File: src/rtl/isf_consts.vh
// constants for the two-wire bus status flag block
`ifndef ISF_CONSTS_VH
`define ISF_CONSTS_VH
`define ISF_OFS_STATUS_ONE 8'hf1
`define ISF_OFS_STATUS_TWO 8'hf2
`define ISF_RST_STATUS     8'h00
`define ISF_B_EVENT        7
`define ISF_B_HEADER       6
`define ISF_B_DIR          5
`define ISF_B_BUSY         4
`define ISF_B_BYTE_DONE    3
`define ISF_B_ADDR_MATCH   2
`define ISF_B_MASTER       1
`define ISF_B_START_SENT   0
`define ISF_B_ADDR_ACKED   5
`define ISF_B_ACK_FAIL     4
`define ISF_B_STOP_SEEN    3
`define ISF_B_ARB_LOST     2
`define ISF_B_BUS_ERROR    1
`define ISF_B_GEN_CALL     0
`endif

File: src/rtl/isf_status_flags.v
// status flag logic of the two-wire bus interface
`include "isf_consts.vh"
`default_nettype none

module isf_status_flags
(
  // clock and reset
  input  wire       mclk,
  input  wire       rst_n,
  // control bits
  input  wire       iface_on,
  input  wire       irq_enable,
  input  wire       gen_call_enable,
  input  wire       ack_enable,
  // register port
  input  wire [7:0] reg_addr,
  input  wire       reg_rd,
  output reg  [7:0] reg_rdata,
  input  wire       data_reg_rd,
  input  wire       data_reg_wr,
  input  wire       dma_done,
  // bus event pulses from the engine
  input  wire       bus_start_det,
  input  wire       bus_stop_det,
  input  wire       start_generated,
  input  wire       header_sent,
  input  wire       addr_ack_rx,
  input  wire       tx_ack_pulse_rx,
  input  wire       rx_ack_pulse_tx,
  input  wire       byte_is_tx,
  input  wire       no_ack_rx,
  input  wire       ack_pulse_fell,
  input  wire       addr_match_own,
  input  wire       addr_match_gen,
  input  wire       arb_lost,
  input  wire       in_byte,
  input  wire       on_ack_pulse,
  // outputs
  output reg        scl_hold,
  output reg        irq
);

  reg       event_flag_q;
  reg       header_sent_flag;
  reg       direction_flag;
  reg       busy_flag;
  reg       byte_done_flag;
  reg       addr_match_flag;
  reg       master_flag;
  reg       start_sent_flag;
  reg       addr_acked_flag;
  reg       ack_fail_flag;
  reg       stop_seen_flag;
  reg       arb_lost_flag;
  reg       bus_error_flag;
  reg       gen_call_match_flag;
  reg       one_read_armed;
  reg       ack_fell_seen;
  reg       irq_block;
  reg       next_scl_hold;
  reg       next_irq;

  wire rd_one = reg_rd && (reg_addr == `ISF_OFS_STATUS_ONE);
  wire rd_two = reg_rd && (reg_addr == `ISF_OFS_STATUS_TWO);

  wire misplaced_start = bus_start_det && in_byte;
  wire misplaced_stop  = bus_stop_det && in_byte;
  wire set_bus_error_flag  = misplaced_start || misplaced_stop;
  // the engine only reports a loss while it drives as master
  wire set_arb_lost_flag  = arb_lost || misplaced_start;
  wire set_af    = no_ack_rx || (misplaced_stop && on_ack_pulse);
  wire set_stop_seen_flag = bus_stop_det && !master_flag && !in_byte;
  wire set_btf   = (byte_is_tx && tx_ack_pulse_rx) || (!byte_is_tx && ack_enable && rx_ack_pulse_tx);
  wire set_addr_match_flag  = addr_match_own || (addr_match_gen && gen_call_enable);
  wire any_set   = set_btf || set_addr_match_flag || start_generated || header_sent || set_af || set_stop_seen_flag ||
                   set_arb_lost_flag || set_bus_error_flag || (addr_ack_rx && master_flag);
  // a start only counts on a free bus
  wire set_sb    = start_generated && !busy_flag;
  // an address acknowledge only counts as master
  wire set_addr_acked_flag = addr_ack_rx && master_flag;
  wire set_gen_call_match_flag  = addr_match_gen && gen_call_enable;

  // clear sequences: a status one read arms, the following data access fires
  wire seq_any_access = one_read_armed && (data_reg_rd || data_reg_wr);
  wire seq_data_write = one_read_armed && data_reg_wr;
  wire clr_byte_done  = seq_any_access || dma_done;
  wire clr_direction  = clr_byte_done || bus_stop_det || set_arb_lost_flag;
  wire clr_header     = seq_data_write || set_stop_seen_flag;
  wire clr_start_sent = seq_data_write;
  wire clr_addr_acked = seq_data_write;
  wire clr_master     = bus_stop_det || set_arb_lost_flag;
  wire clr_gen_call   = bus_stop_det;
  // a stale fall from an earlier byte must not allow the clear
  wire clr_ack_fail   = rd_two && ack_fell_seen;

  wire [7:0] one_view = {event_flag_q, header_sent_flag, direction_flag, busy_flag,
                         byte_done_flag, addr_match_flag, master_flag, start_sent_flag};
  wire [7:0] two_view = {2'b00, addr_acked_flag, ack_fail_flag, stop_seen_flag,
                         arb_lost_flag, bus_error_flag, gen_call_match_flag};

  // busy follows bus even when disabled
  always @(posedge mclk or negedge rst_n)
  begin
    if (!rst_n)
      busy_flag <= 1'b0;
    else if (bus_start_det)
      busy_flag <= 1'b1;
    else if (bus_stop_det)
      busy_flag <= 1'b0;
  end

  always @(posedge mclk or negedge rst_n)
  begin
    if (!rst_n)
    begin
      header_sent_flag    <= 1'b0;
      direction_flag      <= 1'b0;
      byte_done_flag      <= 1'b0;
      addr_match_flag     <= 1'b0;
      master_flag         <= 1'b0;
      start_sent_flag     <= 1'b0;
      addr_acked_flag     <= 1'b0;
      ack_fail_flag       <= 1'b0;
      stop_seen_flag      <= 1'b0;
      arb_lost_flag       <= 1'b0;
      bus_error_flag      <= 1'b0;
      gen_call_match_flag <= 1'b0;
    end
    else if (!iface_on)
    begin
      header_sent_flag    <= 1'b0;
      direction_flag      <= 1'b0;
      byte_done_flag      <= 1'b0;
      addr_match_flag     <= 1'b0;
      master_flag         <= 1'b0;
      start_sent_flag     <= 1'b0;
      addr_acked_flag     <= 1'b0;
      ack_fail_flag       <= 1'b0;
      stop_seen_flag      <= 1'b0;
      arb_lost_flag       <= 1'b0;
      bus_error_flag      <= 1'b0;
      gen_call_match_flag <= 1'b0;
    end
    else
    begin
      if (set_btf)
        byte_done_flag <= 1'b1;
      else if (clr_byte_done)
        byte_done_flag <= 1'b0;

      if (set_btf)
        direction_flag <= byte_is_tx;
      else if (clr_direction)
        direction_flag <= 1'b0;

      if (header_sent)
        header_sent_flag <= 1'b1;
      else if (clr_header)
        header_sent_flag <= 1'b0;

      if (set_sb)
        start_sent_flag <= 1'b1;
      else if (clr_start_sent)
        start_sent_flag <= 1'b0;

      if (start_generated)
        master_flag <= 1'b1;
      else if (clr_master)
        master_flag <= 1'b0;

      if (set_addr_match_flag)
        addr_match_flag <= 1'b1;
      else if (rd_one)
        addr_match_flag <= 1'b0;

      if (set_addr_acked_flag)
        addr_acked_flag <= 1'b1;
      else if (clr_addr_acked)
        addr_acked_flag <= 1'b0;

      // ack fail clears only on read after pulse falls
      if (set_af)
        ack_fail_flag <= 1'b1;
      else if (clr_ack_fail)
        ack_fail_flag <= 1'b0;

      if (set_stop_seen_flag)
        stop_seen_flag <= 1'b1;
      else if (rd_two)
        stop_seen_flag <= 1'b0;

      if (set_arb_lost_flag)
        arb_lost_flag <= 1'b1;
      else if (rd_two)
        arb_lost_flag <= 1'b0;

      if (set_bus_error_flag)
        bus_error_flag <= 1'b1;
      else if (rd_two)
        bus_error_flag <= 1'b0;

      if (set_gen_call_match_flag)
        gen_call_match_flag <= 1'b1;
      else if (clr_gen_call)
        gen_call_match_flag <= 1'b0;
    end
  end

  // event flag is the union of its causes, already cleared on disable
  always @*
  begin
    event_flag_q = byte_done_flag | addr_match_flag | start_sent_flag | header_sent_flag |
                   addr_acked_flag | ack_fail_flag | stop_seen_flag | arb_lost_flag |
                   bus_error_flag;
  end

  // sequence bookkeeping: arm, acknowledge fall and interrupt suppression
  always @(posedge mclk or negedge rst_n)
  begin
    if (!rst_n)
    begin
      one_read_armed <= 1'b0;
      ack_fell_seen  <= 1'b0;
      irq_block      <= 1'b0;
    end
    else if (!iface_on)
    begin
      one_read_armed <= 1'b0;
      ack_fell_seen  <= 1'b0;
      irq_block      <= 1'b0;
    end
    else
    begin
      // a status two read leaves the arm in place; any data access consumes it
      if (rd_one)
        one_read_armed <= 1'b1;
      else if (data_reg_rd || data_reg_wr)
        one_read_armed <= 1'b0;

      // a new failure restarts the wait for the falling acknowledge clock
      if (ack_pulse_fell)
        ack_fell_seen <= 1'b1;
      else if (set_af)
        ack_fell_seen <= 1'b0;

      // an event landing on a read gives no interrupt
      if (reg_rd && any_set)
        irq_block <= 1'b1;
      else if (any_set)
        irq_block <= 1'b0;
    end
  end

  // read path; data shows the flags before this cycle's clears
  always @(posedge mclk or negedge rst_n)
  begin
    if (!rst_n)
      reg_rdata <= `ISF_RST_STATUS;
    else if (rd_one)
      reg_rdata <= one_view;
    else if (rd_two)
      reg_rdata <= two_view;
    else
      reg_rdata <= `ISF_RST_STATUS;
  end

  always @*
  begin
    next_scl_hold = iface_on && (byte_done_flag || addr_match_flag || start_sent_flag ||
                                 addr_acked_flag || header_sent_flag);
  end

  // interrupt gated by enable and read-clear exception
  always @*
  begin
    next_irq = iface_on && irq_enable && event_flag_q && !irq_block;
  end

  // registered so the pin never glitches while several flags change at once
  always @(posedge mclk or negedge rst_n)
  begin
    if (!rst_n)
      scl_hold <= 1'b0;
    else
      scl_hold <= next_scl_hold;
  end

  // registered for the same reason; costs one cycle of latency
  always @(posedge mclk or negedge rst_n)
  begin
    if (!rst_n)
      irq <= 1'b0;
    else
      irq <= next_irq;
  end

endmodule // isf_status_flags
`default_nettype wire

File: config.mk
export PLATFORM = sky130hd
export DESIGN_NAME = isf_status_flags
export DESIGN_NICKNAME = d
export VERILOG_FILES = /design/src/rtl/isf_status_flags.v
export VERILOG_INCLUDE_DIRS = /design/src /design/src/rtl
export SDC_FILE = /design/constraint.sdc
export NUM_CORES = 1
export LEC_CHECK = 0
export BUFFER_PORTS_ARGS = -buffer_cell sky130_fd_sc_hd__buf_2
export CAP_MARGIN = 20
export CORE_MARGIN = 1.5
export CORE_UTILIZATION = 50
export CTS_BUF_LIST = sky130_fd_sc_hd__clkbuf_4 sky130_fd_sc_hd__clkbuf_8 sky130_fd_sc_hd__clkbuf_16
export CTS_CLUSTER_DIAMETER = 200
export CTS_CLUSTER_SIZE = 12
export DETAILED_ROUTE_END_ITERATION = 12
export GPL_TIMING_DRIVEN = 0
export PLACE_DENSITY = 0.82
export SLEW_MARGIN = 0
export SYNTH_ARGS = -nofsm -noshare
export SYNTH_HDL_FRONTEND = slang
export SYNTH_SLANG_ARGS = --single-unit
File: constraint.sdc
create_clock -name mclk -period 3.2 [get_ports mclk]
set_input_delay 0.48 -clock mclk [delete_from_list [all_inputs] [get_ports mclk]]
set_output_delay 0.48 -clock mclk [all_outputs]
set_load 0.02 [all_outputs]
==> results.cfg <==
[grt]
grt_pass1_vias = 906
antenna_found_initial = 0
grt_util_all_layers_pct = 21.41
grt_max_degree = 27
grt_pass1_wl_um = 4071
grt_overflow = 0

[clock_tree]
postCtsSetupRepairBufs = 0
clockBufferDepth = 2
cts_buffers = 3
cts_tree = done
h-tree-depth = 1
hold_buffers = 0
clkTransAtPathRegs_ps = 140
cts-root-buf = clkbuf_4
insertion_delay_ps = 310
clock-sinks = 26
ctsResizeCount = 0

[run]
maxCapViolations = 0

[cells_and_area]
layoutNonFillerInstCount = 177
post-route-util_pct = 68.75
ff_latch_area_sq_um = 650.6
diodes = 0
area_delta_synth_final_pct = 25.25
nFillCells = 163
multi_input_area_sq_um = 444.2
fin_nets = 184
layout-drive-gt1-share_pct = 32.67
regMostFlops = reg_rdata
largest_reg_flops = 8

[yosys]
synth_area_leaders = dfrtp_1 (59%), nand2_1 (5.4%), a22o_1 (4.7%)
synth_edf_count = 0
synth.top_cells.by_count = dfrtp_1 (26), nand2_1 (16), nor2_1 (11)
syn_inst = 104
yosysMostFrequentCell = dfrtp_1
ys_seq_area_share_pct = 58.62
avgSynthCellArea_sq_um = 10.67
async_reset_ff_share_pct = 100.0
ys.flop_type = dfrtp_1
yosysTopAreaCellShare_pct = 58.62
synthesis.area_sq_um = 1110
yosys_warnings = 0
syn-num-nets = 137
synth.largest_area_cell = dfrtp_1
synth_cell_types = 25
ys_ff_latch = 26

[sta]
worstMarginPinSlew_ps = 552.1
fin_crit_ps = 1568
fin_tns_setup_ps = 0
relSlewSlack_pct = 63.19
rsz0062_at_grt = no
fin_crit_sh_pct = 49.00
finalSetupViolCount = 0
final_max_slew_viol_count = 0
hold_violations = 0
skew_ps = 2.999
fmax_mhz = 637.7

[floorplanning]
top_level_ports = 43
die-area_sq_um = 2511
coreArea_sq_um = 2022
core.rowCount = 16
fp.dieW_um = 50.11
initial_core_util_pct = 54.89
die_y_um = 50.11

[placement]
hpwl_um = 1781
dp_cells = 173
io_buffers = 42
place_congestion = 0.8626

[routing]
first_pass_iters = 4
wl_per_cell_um = 13.13
initialDrtViolationCount = 14
drc = 0
vias_per_cell = 5.503
routed_wl_um = 2324
vias = 974
ant_nets = 0

[pwr]
p_leak_nw = 0.7134
p_per_area_nw_per_um2 = 424.9
ir_drop_mv = 0.3035

[setup_path]
cp-start-kind = primary input
path_class = primary input to register
cp.arrival_ps = 1770
cp_max_fo = 10
worstPathRequired_ps = 3400
cp-end-kind = register

[worst_hold_path]
hold_class = primary input to asynchronous set/reset pin

[run_status]
run_status = finished, final reports clean
worst max-delay path, stage by stage:
cell and delay, ps:
buf_2 70, nand4_1 80, or4b_4 530, nor3b_4 430, o21ai_0 160
per-layer routing:
metal / vias to the layer above / part of all wire (%) / global-route usage (%)
met5: - / 0 / 0
met4: 0 / 2.8 / 12.50
met3: 8 / 6.7 / 3.636
met2: 41 / 49 / 33.11
met1: 462 / 41 / 28.09
li1: 463 / - / -
cell type report:
class                      count  area share (%)
sequential                    26           46.80
clock buffer                   4           2.610
buffer                         1          0.2700
timing repair buffer          42           15.12
tap                           27           2.430
multi-input combinational     74           31.95
inverter                       3          0.8101
cells by family (layout without fill, tap and decap cells):
| family | Yosys count | after routing | synth area share [%] |
|---|---|---|---|
| mux | 1 | 1 | 0.9020 |
| compound gates | 29 | 29 | 17.14 |
| buf+inv | 4 | 50 | 1.352 |
| flops | 26 | 26 | 58.62 |
| simple gates | 44 | 44 | 21.98 |
cell usage in the layout, fill, tap and decap left out, drive strengths merged:
| master | netlist | final |
|---|---|---|
| o22ai | 2 | 2 |
| nor3 | 3 | 3 |
| clkinv | 1 | 1 |
| or4 | 2 | 2 |
| a31oi | 2 | 2 |
| dfrtp | 26 | 26 |
| nor4bb | 1 | 1 |
| o21ai | 5 | 5 |
| buf | 0 | 42 |
| a22o | 6 | 6 |
| a21o | 2 | 2 |
| nor2 | 11 | 11 |
| nor2b | 2 | 2 |
| a22oi | 1 | 1 |
| nand2 | 16 | 16 |
| a21oi | 7 | 7 |
| o21a | 4 | 4 |
| or4b | 1 | 1 |
| clkbuf | 1 | 5 |
| inv | 2 | 2 |
| mux2i | 1 | 1 |
| and2 | 1 | 1 |
| nand4 | 2 | 2 |
| nand3 | 1 | 1 |
| nor3b | 4 | 4 |
stage by stage:
stage / cell area, sq um / power, mW / worst slack (ps) / hold slack [ps]
after detailed placement: 1354 / 0.4323 / 1269 / 450.2
after global placement: 1354 / 0.4286 / 1338 / 436.0
final: 1390 / 0.5906 / 1632 / 130.0
after CTS: 1390 / 0.5906 / 1616 / 139.3
after floorplan: 1110 / 0.3903 / 1516 / 184.4
after global routing: 1390 / 0.6259 / 1519 / 146.8
where the power goes:
group | switching [mW] | internal, mW | total, mW | leakage [nW]
Clock | 0.0945 | 0.0695 | 0.164 | 0.0210
Combinational | 0.0395 | 0.0318 | 0.0713 | 0.351
Sequential | 0.0119 | 0.343 | 0.355 | 0.342
Total | 0.146 | 0.445 | 0.591 | 0.713
path summary, 6_finish.rpt:
kind | from | end | slack, ps | cells past startpoint
setup / recovery | reg_addr[6] | stop_seen_flag | 1630 | 5
hold / removal | rst_n | reg_rdata[3] | 130 | 1
setup reg to reg | addr_acked_flag | irq | 1760 | 3
hold reg to reg | ack_fell_seen | ack_fail_flag | 470 | 1
max in group asynchronous | rst_n | arb_lost_flag | 2710 | 1
min in group mclk | ack_pulse_fell | ack_fell_seen | 370 | 3
(Power assumes the default switching activity.)
